`src/btb_pkg.sv`:
```
package btb_pkg;
    // register byte offsets
    localparam logic [7:0]  OFS_CMD    = 8'h00; // command word, write starts
    localparam logic [7:0]  OFS_MEM    = 8'h04; // operand byte and waits
    localparam logic [7:0]  OFS_PC     = 8'h08; // program counter
    localparam logic [7:0]  OFS_REGS   = 8'h0C; // a, b, c, status word
    localparam logic [7:0]  OFS_STAT   = 8'h10; // status, write wakes
    localparam logic [7:0]  OFS_CLK    = 8'h14; // processor_clock_control
    // program_status_word bit positions
    localparam int          SW_IEN     = 7;     // interrupt_enable_flag
    localparam int          SW_ZERO    = 6;     // zero flag
    localparam int          SW_BNK1    = 5;     // upper bank_select_bits
    localparam int          SW_AUX     = 4;     // aux_carry_flag
    localparam int          SW_BNK0    = 3;     // lower bank_select_bits
    localparam int          SW_CAR     = 0;     // carry_flag
    // values after reset
    localparam logic [15:0] RST_PC     = 16'h0000;
    localparam logic [7:0]  RST_SW     = 8'h02;
    localparam logic [2:0]  RST_CLK    = 3'h0;
    localparam logic [2:0]  CLK_MAX    = 3'h4;  // slowest divide is 16
    // instruction lengths and cycle counts
    localparam logic [1:0]  LEN1 = 2'h1, LEN2 = 2'h2, LEN3 = 2'h3;
    localparam logic [2:0]  LEN4 = 3'h4;
    localparam logic [7:0]  CY2 = 8'h02, CY4 = 8'h04, CY6 = 8'h06;
    localparam logic [7:0]  CY8 = 8'h08, CY9 = 8'h09, CY10 = 8'h0A;
    localparam logic [7:0]  CY11 = 8'h0B, CY12 = 8'h0C;
    // axi answers
    localparam logic [1:0]  RESP_OKAY  = 2'h0;
    localparam logic [1:0]  RESP_SLV   = 2'h2;

    // operation codes
    typedef enum logic [3:0] {
        OP_NOP, OP_BSET, OP_BCLR, OP_BSTC, OP_LPB, OP_LPC, OP_LPS,
        OP_SEL, OP_ION, OP_IOFF, OP_HALT, OP_STOP
    } btb_op_t;
    // bit operand forms
    typedef enum logic [2:0] {
        FM_SADDR, FM_SFR, FM_ACC, FM_STW, FM_PTR
    } btb_form_t;
    // command word as written to OFS_CMD
    typedef struct packed {
        logic [5:0]  pad3;   // 31:26
        logic [1:0]  bank;   // bank_number
        logic [7:0]  disp;   // signed_branch_offset
        logic [2:0]  pad2;
        logic        hsram;  // operand in internal high-speed ram
        logic        pad1;
        logic [2:0]  bitn;   // tested bit
        logic        pad0;
        btb_form_t   form;
        btb_op_t     op;
    } btb_cmd_t;
    // cost of one instruction
    typedef struct packed {
        logic [2:0]  len;    // bytes
        logic [7:0]  cyc;    // cpu cycles
    } btb_cost_t;
endpackage

```
`src/btb_core.sv`:
```
//////////////////////////////////////////////////////////////////////
// Functional notes
// [RL1] cycles count cpu clock enables from divider
// [RL2] first count for high-speed ram, no access
// [RL3] second count for any other area
// [RL4] counts assume internal program rom fetch
// [RL5] pointer read adds one cycle per wait
// [RL6] pointer set-then-clear adds read, write waits
// [RL7] bit set, short direct: 3 bytes, 8/9
// [RL8] bit set, sfr: 4 bytes, 11 cycles
// [RL9] bit set, status word: 3 bytes, 9
// [RL10] bit clear, sfr: 4 bytes, 11 cycles
// [RL11] set-then-clear sfr: 4 bytes, 12, clears
// [RL12] set-then-clear accumulator: 3 bytes, 8, clears
// [RL13] set-then-clear status word: 4 bytes, flags change
// [RL14] decrement b/c, branch nonzero: 2 bytes, 6
// [RL15] disable clears, enable sets flag: 2, 6
// [RL16] bank select: 2 bytes, 4, sets bits
// [RL17] halt/stop 2 bytes 6; nop 2 cycles
//////////////////////////////////////////////////////////////////////
//
// Design decisions made here: the placing of the registers and the AXI4-Lite interface to the registers.
module btb_core
    import btb_pkg::*;
(
    // clock and reset
    input  wire logic        aclk,
    input  wire logic        aresetn,
    // axi4-lite write address and data
    input  wire logic        s_axi_awvalid,
    output logic             s_axi_awready,
    input  wire logic [7:0]  s_axi_awaddr,
    input  wire logic        s_axi_wvalid,
    output logic             s_axi_wready,
    input  wire logic [31:0] s_axi_wdata,
    input  wire logic [3:0]  s_axi_wstrb,
    // axi4-lite write response
    output logic             s_axi_bvalid,
    input  wire logic        s_axi_bready,
    output logic [1:0]       s_axi_bresp,
    // axi4-lite read
    input  wire logic        s_axi_arvalid,
    output logic             s_axi_arready,
    input  wire logic [7:0]  s_axi_araddr,
    output logic             s_axi_rvalid,
    input  wire logic        s_axi_rready,
    output logic [31:0]      s_axi_rdata,
    output logic [1:0]       s_axi_rresp
);

    //////////////////////////////////////////////////////////////////
    // state of the whole block
    typedef enum logic { ST_IDLE, ST_EXEC } btb_fsm_t;
    typedef struct packed {
        btb_fsm_t    fsm;    // idle or executing
        btb_cmd_t    cmd;    // instruction in flight
        logic [15:0] pc;     // program counter
        logic [7:0]  a;      // accumulator
        logic [7:0]  b;      // loop register b
        logic [7:0]  c;      // loop register c
        logic [7:0]  sw;     // program_status_word
        logic [7:0]  mem;    // operand byte from memory
        logic [3:0]  wn;     // read waits
        logic [3:0]  wm;     // write waits
        logic [2:0]  clk;    // processor_clock_control
        logic [3:0]  div;    // clock divider
        logic [7:0]  cnt;    // cycles left
        logic [7:0]  last;   // cycles of last instruction
        logic        taken;  // last branch taken
        logic        halt;   // halt standby
        logic        stop;   // stop standby
        logic        wbv;    // write-back byte pending
        logic [7:0]  wb;     // write-back byte
        logic        awh;    // write address held
        logic [7:0]  awa;
        logic        wh;     // write data held
        logic [31:0] wd;
        logic [3:0]  ws;
        logic        bv;     // write response
        logic [1:0]  br;
        logic        rv;     // read response
        logic [31:0] rd;
        logic [1:0]  rr;
    } btb_st_t;

    btb_st_t q, d;          // registered state and its next value
    logic    cen;           // one-cycle cpu clock enable
    logic [3:0] mask;       // divider mask for the chosen rate
    btb_cost_t cost;        // cost of the command being written
    btb_cmd_t  wcmd;        // command being written
    logic      bitv;        // value of the tested bit
    logic [15:0] tgt;       // branch target
    logic [7:0]  dec;       // decremented loop value

    //////////////////////////////////////////////////////////////////
    // cost table, first or second count by area
    function automatic btb_cost_t cost_of(btb_cmd_t c, logic [3:0] n,
                                          logic [3:0] m);
        btb_cost_t r;
        r = '{len: 3'(LEN2), cyc: CY6};
        unique case (c.op)
            OP_NOP:  r = '{len: 3'(LEN1), cyc: CY2};           // [RL17]
            OP_SEL:  r = '{len: 3'(LEN2), cyc: CY4};           // [RL16]
            OP_LPB, OP_LPC, OP_ION, OP_IOFF, OP_HALT, OP_STOP:
                r = '{len: 3'(LEN2), cyc: CY6};                // [RL14] [RL15] [RL17]
            OP_LPS: r = '{len: 3'(LEN3), cyc: c.hsram ? CY8 : CY10};
            default: begin
                unique case (c.form)
                    FM_ACC: r = '{len: 3'(LEN3), cyc: CY8};    // [RL12]
                    FM_SFR: r = '{len: LEN4,                   // [RL8] [RL10] [RL11]
                                  cyc: c.op == OP_BSTC ? CY12 : CY11};
                    FM_STW: begin
                        // typed branches, no pattern inside a conditional operator
                        if (c.op == OP_BSET) begin
                            r = '{len: 3'(LEN3), cyc: CY9};    // [RL9]
                        end else begin
                            r = '{len: LEN4, cyc: c.op == OP_BSTC ? CY12 : CY11}; // [RL13]
                        end
                    end
                    FM_SADDR: begin
                        if (c.op == OP_BSET) begin
                            r = '{len: 3'(LEN3), cyc: c.hsram ? CY8 : CY9}; // [RL7] [RL2] [RL3]
                        end else begin
                            r = '{len: LEN4, cyc: c.hsram ? CY10
                                  : (c.op == OP_BSTC ? CY12 : CY11)};
                        end
                    end
                    default: begin
                        // pointer form pays the external waits
                        r.len = 3'(LEN3);
                        if (c.hsram) begin
                            r.cyc = CY10;                      // [RL2]
                        end else if (c.op == OP_BSTC) begin
                            r.cyc = CY12 + 8'(n) + 8'(m);      // [RL6]
                        end else begin
                            r.cyc = CY11 + 8'(n);              // [RL5]
                        end
                    end
                endcase
            end
        endcase
        return r;
    endfunction

    // byte-lane merge of a written word
    function automatic logic [31:0] merge(logic [31:0] o, logic [31:0] n,
                                          logic [3:0] s);
        logic [31:0] r;
        r = o;
        for (int i = 0; i < 4; i++) begin
            if (s[i]) r[i*8 +: 8] = n[i*8 +: 8];
        end
        return r;
    endfunction

    //////////////////////////////////////////////////////////////////
    // cpu clock enable from the divider
    assign mask = 4'((5'h01 << q.clk) - 5'h01);
    assign cen  = (q.div & mask) == mask;                      // [RL1]

    // operand decode for the instruction in flight
    assign bitv = q.cmd.form == FM_ACC ? q.a[q.cmd.bitn]
                : q.cmd.form == FM_STW ? q.sw[q.cmd.bitn]
                : q.mem[q.cmd.bitn];
    assign dec  = (q.cmd.op == OP_LPB ? q.b
                : q.cmd.op == OP_LPC ? q.c : q.mem) - 8'h01;
    assign tgt  = q.pc + 16'(cost_of(q.cmd, q.wn, q.wm).len)
                + {{8{q.cmd.disp[7]}}, q.cmd.disp};
    assign wcmd = btb_cmd_t'(merge(32'h0, q.wd, q.ws));
    assign cost = cost_of(wcmd, q.wn, q.wm);

    //////////////////////////////////////////////////////////////////
    // next state
    always_comb begin
        logic        go;   // write performs this cycle
        logic        hit;  // branch condition met
        logic [31:0] w;    // merged write word
        d   = q;
        go  = q.awh && q.wh && !q.bv;
        hit = 1'b0;
        w   = 32'h0;
        d.div = q.div + 4'h1;

        // execute: count cpu cycles, commit on the last one
        if (q.fsm == ST_EXEC && cen) begin
            d.cnt = q.cnt - 8'h01;
            if (q.cnt == 8'h01) begin
                d.fsm  = ST_IDLE;
                d.last = cost_of(q.cmd, q.wn, q.wm).cyc;
                d.pc   = q.pc + 16'(cost_of(q.cmd, q.wn, q.wm).len);
                unique case (q.cmd.op)
                    OP_BSET:  hit = bitv;                          // [RL7] [RL8] [RL9]
                    OP_BCLR:  hit = !bitv;                         // [RL10]
                    OP_BSTC: begin
                        hit = bitv;                                // [RL11]
                        if (bitv) begin
                            // clearing a status bit may drop zero, aux carry or carry
                            if (q.cmd.form == FM_ACC) d.a[q.cmd.bitn] = 1'b0;   // [RL12]
                            else if (q.cmd.form == FM_STW) d.sw[q.cmd.bitn] = 1'b0; // [RL13]
                            else begin
                                d.wb  = q.mem;
                                d.wb[q.cmd.bitn] = 1'b0;          // [RL11] [RL6]
                                d.wbv = 1'b1;
                            end
                        end
                    end
                    OP_LPB: begin
                        d.b = dec;                                 // [RL14]
                        hit = dec != 8'h00;
                    end
                    OP_LPC: begin
                        d.c = dec;                                 // [RL14]
                        hit = dec != 8'h00;
                    end
                    OP_LPS: begin
                        d.wb  = dec;
                        d.wbv = 1'b1;
                        hit   = dec != 8'h00;
                    end
                    OP_SEL: begin
                        d.sw[SW_BNK1] = q.cmd.bank[1];             // [RL16]
                        d.sw[SW_BNK0] = q.cmd.bank[0];
                    end
                    OP_ION:  d.sw[SW_IEN] = 1'b1;                  // [RL15]
                    OP_IOFF: d.sw[SW_IEN] = 1'b0;                  // [RL15]
                    OP_HALT: d.halt = 1'b1;                        // [RL17]
                    OP_STOP: d.stop = 1'b1;                        // [RL17]
                    default: ;
                endcase
                d.taken = hit;
                if (hit) d.pc = tgt;
            end
        end

        // write channels, either order
        if (s_axi_awvalid && s_axi_awready) begin
            d.awh = 1'b1;
            d.awa = s_axi_awaddr;
        end
        if (s_axi_wvalid && s_axi_wready) begin
            d.wh = 1'b1;
            d.wd = s_axi_wdata;
            d.ws = s_axi_wstrb;
        end
        if (go) begin
            d.awh = 1'b0;
            d.wh  = 1'b0;
            d.bv  = 1'b1;
            d.br  = RESP_OKAY;
            unique case (q.awa)
                OFS_CMD: begin
                    // refused while busy or in standby
                    if (q.fsm == ST_EXEC || q.halt || q.stop) begin
                        d.br = RESP_SLV;
                    end else begin
                        d.cmd   = wcmd;
                        d.cnt   = cost.cyc;                        // [RL4]
                        d.fsm   = ST_EXEC;
                        d.wbv   = 1'b0;
                    end
                end
                OFS_MEM: begin
                    w    = merge({16'h0, q.wm, q.wn, q.mem}, q.wd, q.ws);
                    d.mem = w[7:0];
                    d.wn  = w[11:8];
                    d.wm  = w[15:12];
                end
                OFS_PC: begin
                    w    = merge({16'h0, q.pc}, q.wd, q.ws);
                    d.pc = w[15:0];
                end
                OFS_REGS: begin
                    w = merge({q.sw, q.c, q.b, q.a}, q.wd, q.ws);
                    {d.sw, d.c, d.b, d.a} = w;
                end
                OFS_STAT: begin
                    // bit 0 wakes the core from standby
                    // a standby entered in this same cycle survives the wake
                    if (q.ws[0] && q.wd[0]) begin
                        d.halt = d.halt && !q.halt;
                        d.stop = d.stop && !q.stop;
                    end
                end
                OFS_CLK: begin
                    if (q.ws[0] && q.wd[2:0] <= CLK_MAX) d.clk = q.wd[2:0];
                    else if (q.ws[0]) d.br = RESP_SLV;
                end
                default: d.br = RESP_SLV;
            endcase
        end
        if (q.bv && s_axi_bready) d.bv = 1'b0;

        // read channel, one cycle to answer
        if (s_axi_arvalid && s_axi_arready) begin
            d.rv = 1'b1;
            d.rr = RESP_OKAY;
            unique case (s_axi_araddr)
                OFS_CMD:  d.rd = q.cmd;
                OFS_MEM:  d.rd = {16'h0, q.wm, q.wn, q.mem};
                OFS_PC:   d.rd = {16'h0, q.pc};
                OFS_REGS: d.rd = {q.sw, q.c, q.b, q.a};
                OFS_STAT: d.rd = {8'h00, q.last, q.wb, 3'h0, q.wbv, q.stop,
                                  q.halt, q.taken, q.fsm == ST_EXEC};
                OFS_CLK:  d.rd = {29'h0, q.clk};
                default: begin
                    d.rd = 32'h0;
                    d.rr = RESP_SLV;
                end
            endcase
        end else if (q.rv && s_axi_rready) begin
            d.rv = 1'b0;
        end
    end

    //////////////////////////////////////////////////////////////////
    // state register
    always_ff @(posedge aclk) begin
        if (!aresetn) begin
            q     <= '0;
            q.fsm <= ST_IDLE;
            q.pc  <= RST_PC;
            q.sw  <= RST_SW;
            q.clk <= RST_CLK;
        end else begin
            q <= d;
        end
    end

    // bus outputs; ready terms are combinational
    assign s_axi_awready = !q.awh && !q.bv;
    assign s_axi_wready  = !q.wh && !q.bv;
    assign s_axi_bvalid  = q.bv;
    assign s_axi_bresp   = q.br;
    assign s_axi_arready = !q.rv;
    assign s_axi_rvalid  = q.rv;
    assign s_axi_rdata   = q.rd;
    assign s_axi_rresp   = q.rr;

endmodule // btb_core

```
`config.mk`:
```
export PLATFORM = sky130hd
export DESIGN_NAME = btb_core
export DESIGN_NICKNAME = d
export VERILOG_FILES = /design/src/btb_pkg.sv /design/src/btb_core.sv
export SDC_FILE = /design/constraint.sdc
export NUM_CORES = 1
export LEC_CHECK = 0
export CAP_MARGIN = 20
export CORE_ASPECT_RATIO = 1.25
export CORE_MARGIN = 2
export CORE_UTILIZATION = 58
export DETAILED_ROUTE_END_ITERATION = 7
export DONT_BUFFER_PORTS = 1
export MAX_ROUTING_LAYER = met4
export PLACE_DENSITY = 0.76
export SLEW_MARGIN = 20
export SYNTH_ARGS = -nofsm -noshare
export SYNTH_HDL_FRONTEND = slang
export SYNTH_SLANG_ARGS = --single-unit
```
`constraint.sdc`:
```
create_clock -name aclk -period 4.7 [get_ports aclk]
set_clock_uncertainty 0.1 [all_clocks]
set_input_delay 0.705 -clock aclk [delete_from_list [all_inputs] [get_ports aclk]]
set_output_delay 0.705 -clock aclk [all_outputs]
set_load 0.03 [all_outputs]
```
==> results of run 1 <==
[logic make-up after synthesis]
kind of cell / Yosys count / synth area share
xor+xnor: 30 / 0.0215
other cells: 1 / 0.000307
compound gates: 433 / 0.217
flops: 212 / 0.348
mux: 78 / 0.0683
buf+inv: 184 / 0.0716
fa+ha+maj: 49 / 0.0537
simple gates: 588 / 0.220
[cell usage in the layout (no fill, tap or decap), drive strengths merged, types with 6 or more instances in the layout]
master and count:
o31a 6, a222oi 6, and2 17, a22oi 32, nand2 209, o21a 6, fa 6, nand4 7
nor4 10, buf 31, clkbuf 28, a32oi 7, nor2b 12, a221oi 9, o211ai 17, mux2 13
nand2b 9, mux2i 62, xor2 10, nor2 177, inv 45, o22ai 7, o21ai 48, nor3 45
o221ai 7, a211oi 28, and3 6, or3 13, xnor2 20, a21oi 218, nand3 58, dfxtp 212
nand3b 7, ha 42, a31oi 12
[routing by layer]
metal	wire, µm	vias up
met3	3430	153
met4	2420	0
met1	16500	5561
met5	0	-
met2	18200	548
li1	-	5412
[registers in the layout, indices dropped and copies added (netlist names)]
signal	count
s_axi_bvalid	1
s_axi_rdata	32
s_axi_bresp	1
s_axi_rvalid	1
q	176
s_axi_rresp	1
[timing repair]
item                                    CTS  global route
endpoints found under the setup margin    0             2
buffers inserted                          0             0
gates resized for setup                   0             4
[worst min-delay path by stage]
stage / end / startpoint / cells after the start
finish: q[136] / aresetn / 1
global route: q[136] / aresetn / 1
CTS: q[136] / aresetn / 1
detailed placement: q[194] / q[194] / 2
global placement: q[198] / q[198] / 2
floorplan: q[82] / q[82] / 2
[cell type report]
| type | instances | area (µm²) | share of cell area |
|---|---|---|---|
| multi-input combinational | 1180 | 7130 | 0.550 |
| inverter | 44 | 170 | 0.0131 |
| clock buffer | 28 | 634 | 0.0490 |
| timing repair buffer | 31 | 240 | 0.0186 |
| clock inverter | 11 | 189 | 0.0146 |
| sequential | 212 | 4240 | 0.328 |
| tap | 274 | 343 | 0.0265 |
[stage by stage]
| stage | util | total power, µW |
|---|---|---|
| floorplan | - | 2080 |
| global placement | 0.583 | 2120 |
| detailed placement | 0.584 | 2130 |
| CTS | 0.623 | 4090 |
| global route | 0.624 | 4200 |
| finish | 0.624 | 4090 |
[critical path, delay by kind of cell, from the launching register on]
kind | cells | cell delay (ns)
buffers and inverters | 3 | 0.27
and+or+nand+nor | 5 | 0.74
DFF | 1 | 0.39
adders and majority gates | 3 | 1.02
AOI/OAI and AO/OA | 8 | 1.67
[power breakdown]
group | leakage, µW | switching [µW] | internal, µW | total (µW)
clock | 0.000401 | 764 | 1230 | 1990
combinational | 0.00239 | 140 | 58.9 | 199
sequential | 0.00172 | 66.0 | 1830 | 1900
total | 0.00451 | 970 | 3120 | 4090
==> results.py, run 1 <==
metrics = {
    "outcome": {
        "status": "finished, final reports clean",
    },
    "sta": {
        "rsz0062_at_grt": "false",
        "setup_tns_ns": 0,
        "slew_headroom": 0.335,
        "tightest_slew_ns": 0.995,
        "min_period_over_period": 0.917,
        "fin_ws_ns": 0.390,
        "max_freq_mhz": 232,
        "setup_viol": 0,
        "maxSlewViolCount": 0,
        "hold_slack_ns": 0.173,
        "hold_viol_final": 0,
        "finalCriticalPeriod_ns": 4.31,
    },
    "place": {
        "portBuffers": 0,
        "dp_hpwl_um": 29700,
        "post_dp_cell_area_um2": 12100,
        "routabilityCongestion": 1.03,
        "dp_cells": 1741,
        "place_ws_ns": 0.299,
    },
    "synth": {
        "synth-seq-area-share": 0.348,
        "synth_seq_cells": 212,
        "synth_common_cells": "a21oi_1, dfxtp_1, nand2_1",
        "netlist.area_leader.share": 0.348,
        "synthFlopType": "dfxtp_1",
        "mappedNetlistArea_um2": 12200,
        "yosys_warnings": 0,
        "async_reset_ff_frac": 0,
        "synth_area_leaders": "dfxtp_1, a21oi_1, nand2_1",
        "synth-edff-count": 0,
        "synth_top_area_cell": "dfxtp_1",
        "avgSynthCellArea_um2": 7.75,
        "synth_most_common_cell": "a21oi_1",
        "synth.distinct_cells": 73,
        "syn_inst": 1575,
    },
    "min_path": {
        "hold_path.class": "input port to flop",
    },
    "floorplan": {
        "coreArea_um2": 20700,
        "rows": 59,
        "initial_core_util": 0.589,
        "die_w_um": 134,
        "ios": 100,
        "fp.dieH_um": 166,
        "dieArea_um2": 22200,
    },
    "final_layout": {
        "stdcell_area_um2": 12900,
        "layout.nets": 1599,
        "finalNonFillerCells": 1780,
        "insertedDiodeCount": 0,
        "drive_gt1_frac": 0.0730,
        "fillers": 1865,
        "areaGrowthSynthToFinish_pct": 6.03,
    },
    "clock_tree": {
        "clk_pin_slew_worst_paths_ns": 0.06,
        "cts_tree": "yes",
        "cts_hold_buf": 0,
        "clockBufferDepth": 3,
        "htreeDepth": 1,
        "cts.sinks": 212,
        "clock_latency_ns": 0.53,
        "cts_buffers": 23,
        "cts_root_buf": "clkbuf_16",
    },
    "worst_setup_path": {
        "critPathCapture": "q[182]",
        "crit_path_max_fanout": 9,
        "r2r_setup_slack_ns": 0.39,
        "path_cells": "nor2_1 -> nor3_1 -> a21oi_2 -> nor3_2 -> a21oi_1 -> inv_1 -> fa_1 -> inv_1 -> ha_1 -> inv_1 -> fa_1 -> nor2b_1 -> o31a_1 -> o211ai_1 -> a21oi_2 -> nor3_1 -> o31a_1 -> a311oi_1 -> a31oi_1",
        "cp_slowest_cell": "fa_1",
        "start_kind": "flop",
        "worst-endpoint-required_ns": 5.01,
        "worstSetupEndpointType": "flop",
        "crit_type": "flop to flop",
        "reg2reg_depth": 19,
        "crit-reg2reg-launch": "q[183]",
        "crit_arrival_ns": 4.62,
        "cpPeakStageDelay_ns": 0.45,
        "cp_common_cell": "inv_1",
        "cp-startpoint": "q[183]",
        "worstReg2RegEnd": "q[182]",
    },
    "power": {
        "vdd_ir_drop_max_uv": 338,
        "p_leak_uw": 0.00451,
        "p_per_area_nw_per_um2": 316,
    },
    "global_route": {
        "grtUsageMet3": 0.0568,
        "grt_overflow": 0,
        "antenna_found_initial": 0,
        "grt_pass1_vias": 11000,
        "grt_most_used_layer": "met2",
        "grt_pass1_wl_um": 62400,
        "gr-usage-met1": 0.469,
        "track_usage": 0.368,
        "met2_usage": 0.565,
        "grt_max_degree": 119,
    },
    "route": {
        "wirelength_um": 40500,
        "viasPerCell": 6.56,
        "ant_nets": 0,
        "wl_per_cell_um": 22.7,
        "drc_errors": 0,
        "firstDrtPassIters": 7,
        "dr.first_iter.drc_count": 1220,
        "vias": 11700,
    },
    "job": {
        "drv_cap": 0,
    },
}
No activity file was read; power rests on OpenSTA's default activity.
==> inputs of run 2 (changes only) <==
--- a/config.mk
+++ b/config.mk
@@ -8,7 +8,8 @@
 export CAP_MARGIN = 20
 export CORE_ASPECT_RATIO = 1.25
 export CORE_MARGIN = 2
-export CORE_UTILIZATION = 58
+export CORE_UTILIZATION = 60
+export CTS_BUF_LIST = sky130_fd_sc_hd__clkbuf_8 sky130_fd_sc_hd__clkbuf_16
 export DETAILED_ROUTE_END_ITERATION = 7
 export DONT_BUFFER_PORTS = 1
 export MAX_ROUTING_LAYER = met4
==> constraint.sdc (replaced) <==
create_clock -name aclk -period 5.2 [get_ports aclk]
set_clock_uncertainty 0.1 [all_clocks]
set_input_delay 0.78 -clock aclk [delete_from_list [all_inputs] [get_ports aclk]]
set_output_delay 0.78 -clock aclk [all_outputs]
set_load 0.03 [all_outputs]
==> run 2 against run 1 <==
  * Flip-flop and latch count unchanged
  * Worst setup slack better by 0.056 ns
  * Clock power down 20%
  * Critical path type unchanged
  * Largest power group is now sequential cells
  * Largest cell class unchanged
  * Maximum frequency down 9.3%
  * Sequential share of layout area up 0.49 points
==> results.py, run 2 (synthesis results as in run 1) <==
metrics = {
    "power": {
        "p_clk_frac": 0.457,
        "p_sw_frac": 0.247,
        "p_seq_frac": 0.493,
        "p_per_area_nw_per_um2": 274,
        "p_int_uw": 2630,
        "switchingPower_uw": 861,
        "vdd_ir_drop_max_uv": 337,
        "p_leak_uw": 0.00443,
        "combPwrFrac": 0.050,
    },
    "sta": {
        "rsz0062_at_grt": "false",
        "hold_viol_final": 0,
        "slew_headroom": 0.320,
        "finalCriticalPeriod_ns": 4.75,
        "tightest_slew_ns": 1.02,
        "maxSlewViolCount": 0,
        "setup_tns_ns": 0,
        "max_freq_mhz": 210,
        "min_period_over_period": 0.914,
        "setup_viol": 0,
    },
    "worst_setup_path": {
        "cp_slowest_cell": "dfxtp_1",
        "worst-path-buf-inv": 3,
        "crit_path_max_fanout": 13,
        "crit_arrival_ns": 5.05,
        "start_kind": "flop",
        "worstSetupEndpointType": "flop",
        "worst-endpoint-required_ns": 5.49,
        "crit_type": "flop to flop",
        "cpPeakStageDelay_ns": 0.61,
        "critPathTopFamily": "adder cells",
        "path_cells": "nor2_1 -> nand2_1 -> nor2_1 -> maj3_1 -> nor3_1 -> a21oi_1 -> inv_1 -> fa_1 -> inv_1 -> ha_1 -> inv_1 -> fa_1 -> nor2b_1 -> o31a_1 -> o211ai_1 -> a21oi_1 -> nor3_1 -> o31a_1 -> a311oi_1 -> a31oi_1",
        "cp_common_cell": "inv_1",
    },
    "place": {
        "dp_hpwl_um": 29700,
        "routabilityCongestion": 1.04,
        "portBuffers": 0,
        "post_dp_cell_area_um2": 12000,
    },
    "floorplan": {
        "dieArea_um2": 21500,
        "coreArea_um2": 20000,
        "die_w_um": 132,
        "rows": 58,
        "initial_core_util": 0.610,
        "ios": 100,
        "fp.dieH_um": 163,
    },
    "global_route": {
        "grt_overflow": 0,
        "track_usage": 0.385,
        "grt_max_degree": 133,
        "antenna_found_initial": 0,
        "grt_pass1_vias": 10900,
        "grt_pass1_wl_um": 62600,
    },
    "route": {
        "ant_nets": 0,
        "dr.first_iter.drc_count": 1180,
        "drc_errors": 0,
        "viasPerCell": 6.56,
        "vias": 11600,
        "wirelength_um": 41000,
        "wl_per_cell_um": 23.2,
        "firstDrtPassIters": 7,
    },
    "final_layout": {
        "largest_register": "q",
        "insertedDiodeCount": 0,
        "final_cell_mix": "a21oi_1, dfxtp_1, nand2_1",
        "final_common_cell": "a21oi_1",
        "layout.nets": 1591,
        "largest_reg_flops": 176,
        "drive_gt1_frac": 0.0641,
        "stdcell_area_um2": 12800,
        "areaGrowthSynthToFinish_pct": 4.46,
    },
    "clock_tree": {
        "clock_latency_ns": 0.52,
        "cts_setup_buffers": 0,
        "clockBufferDepth": 3,
        "cts.repair.resized": 0,
        "cts_root_buf": "clkbuf_16",
        "cts_hold_buf": 0,
        "clk_pin_slew_worst_paths_ns": 0.07,
        "cts.sinks": 212,
        "cts_buffers": 22,
        "htreeDepth": 1,
        "cts_tree": "yes",
    },
    "min_path": {
        "hold_path.class": "input port to flop",
    },
    "job": {
        "drv_cap": 0,
    },
    "outcome": {
        "status": "finished, final reports clean",
    },
}
## run 2: worst register-to-register path, cell delays in order, from the launching register on
cell and delay (ns):
dfxtp_1 0.61, nor2_1 0.18, nand2_1 0.18, nor2_1 0.06
maj3_1 0.39, nor3_1 0.21, a21oi_1 0.12, inv_1 0.14
fa_1 0.42, inv_1 0.07, ha_1 0.17, inv_1 0.06
fa_1 0.40, nor2b_1 0.16, o31a_1 0.19, o211ai_1 0.14
a21oi_1 0.27, nor3_1 0.13, o31a_1 0.29, a311oi_1 0.24
a31oi_1 0.11
## run 2: power groups by stage
stage          logic (µW)  clock network [µW]  registers (µW)
3_5_place_dp          173                   0            1750
3_3_place_gp          170                   0            1750
5_1_grt               192                1660            1720
4_1_cts               173                1590            1720
6_report              175                1600            1720
2_1_floorplan         161                   0            1720
## run 2: final timing paths
path,from,to,slack [ns],cells past startpoint
min reg2reg,q[75],q[75],0.35,2
max,q[186],q[182],0.45,20
min,aresetn,q[136],0.25,1
max reg2reg,q[186],q[182],0.45,20
## run 2: per-layer routing
layer	share of wire	up-vias	global-route usage
li1	-	5395	-
met1	0.41	5492	0.469
met2	0.46	571	0.629
met3	0.085	138	0.0667
met4	0.047	0	0.168
met5	0	-	-
## run 2: per-stage QoR
stage	std cells	hold WS (ns)	util	setup slack, ns	power, µW
after floorplan	1576	0.331	-	0.841	1880
after global placement	1730	0.338	0.601	0.652	1920
after detailed placement	1730	0.344	0.601	0.543	1930
after CTS	1767	0.240	0.637	0.514	3480
after global routing	1767	0.251	0.637	0.105	3570
final	1767	0.247	0.637	0.446	3490
## run 2: area by class of cell
| type | count | area (µm²) |
|---|---|---|
| fill | 1861 | 7270 |
| multi-input combinational | 1180 | 7110 |
| sequential | 212 | 4240 |
| clock buffer | 25 | 603 |
| tap | 270 | 338 |
| timing repair buffer | 24 | 180 |
| inverter | 44 | 170 |
| clock inverter | 12 | 106 |
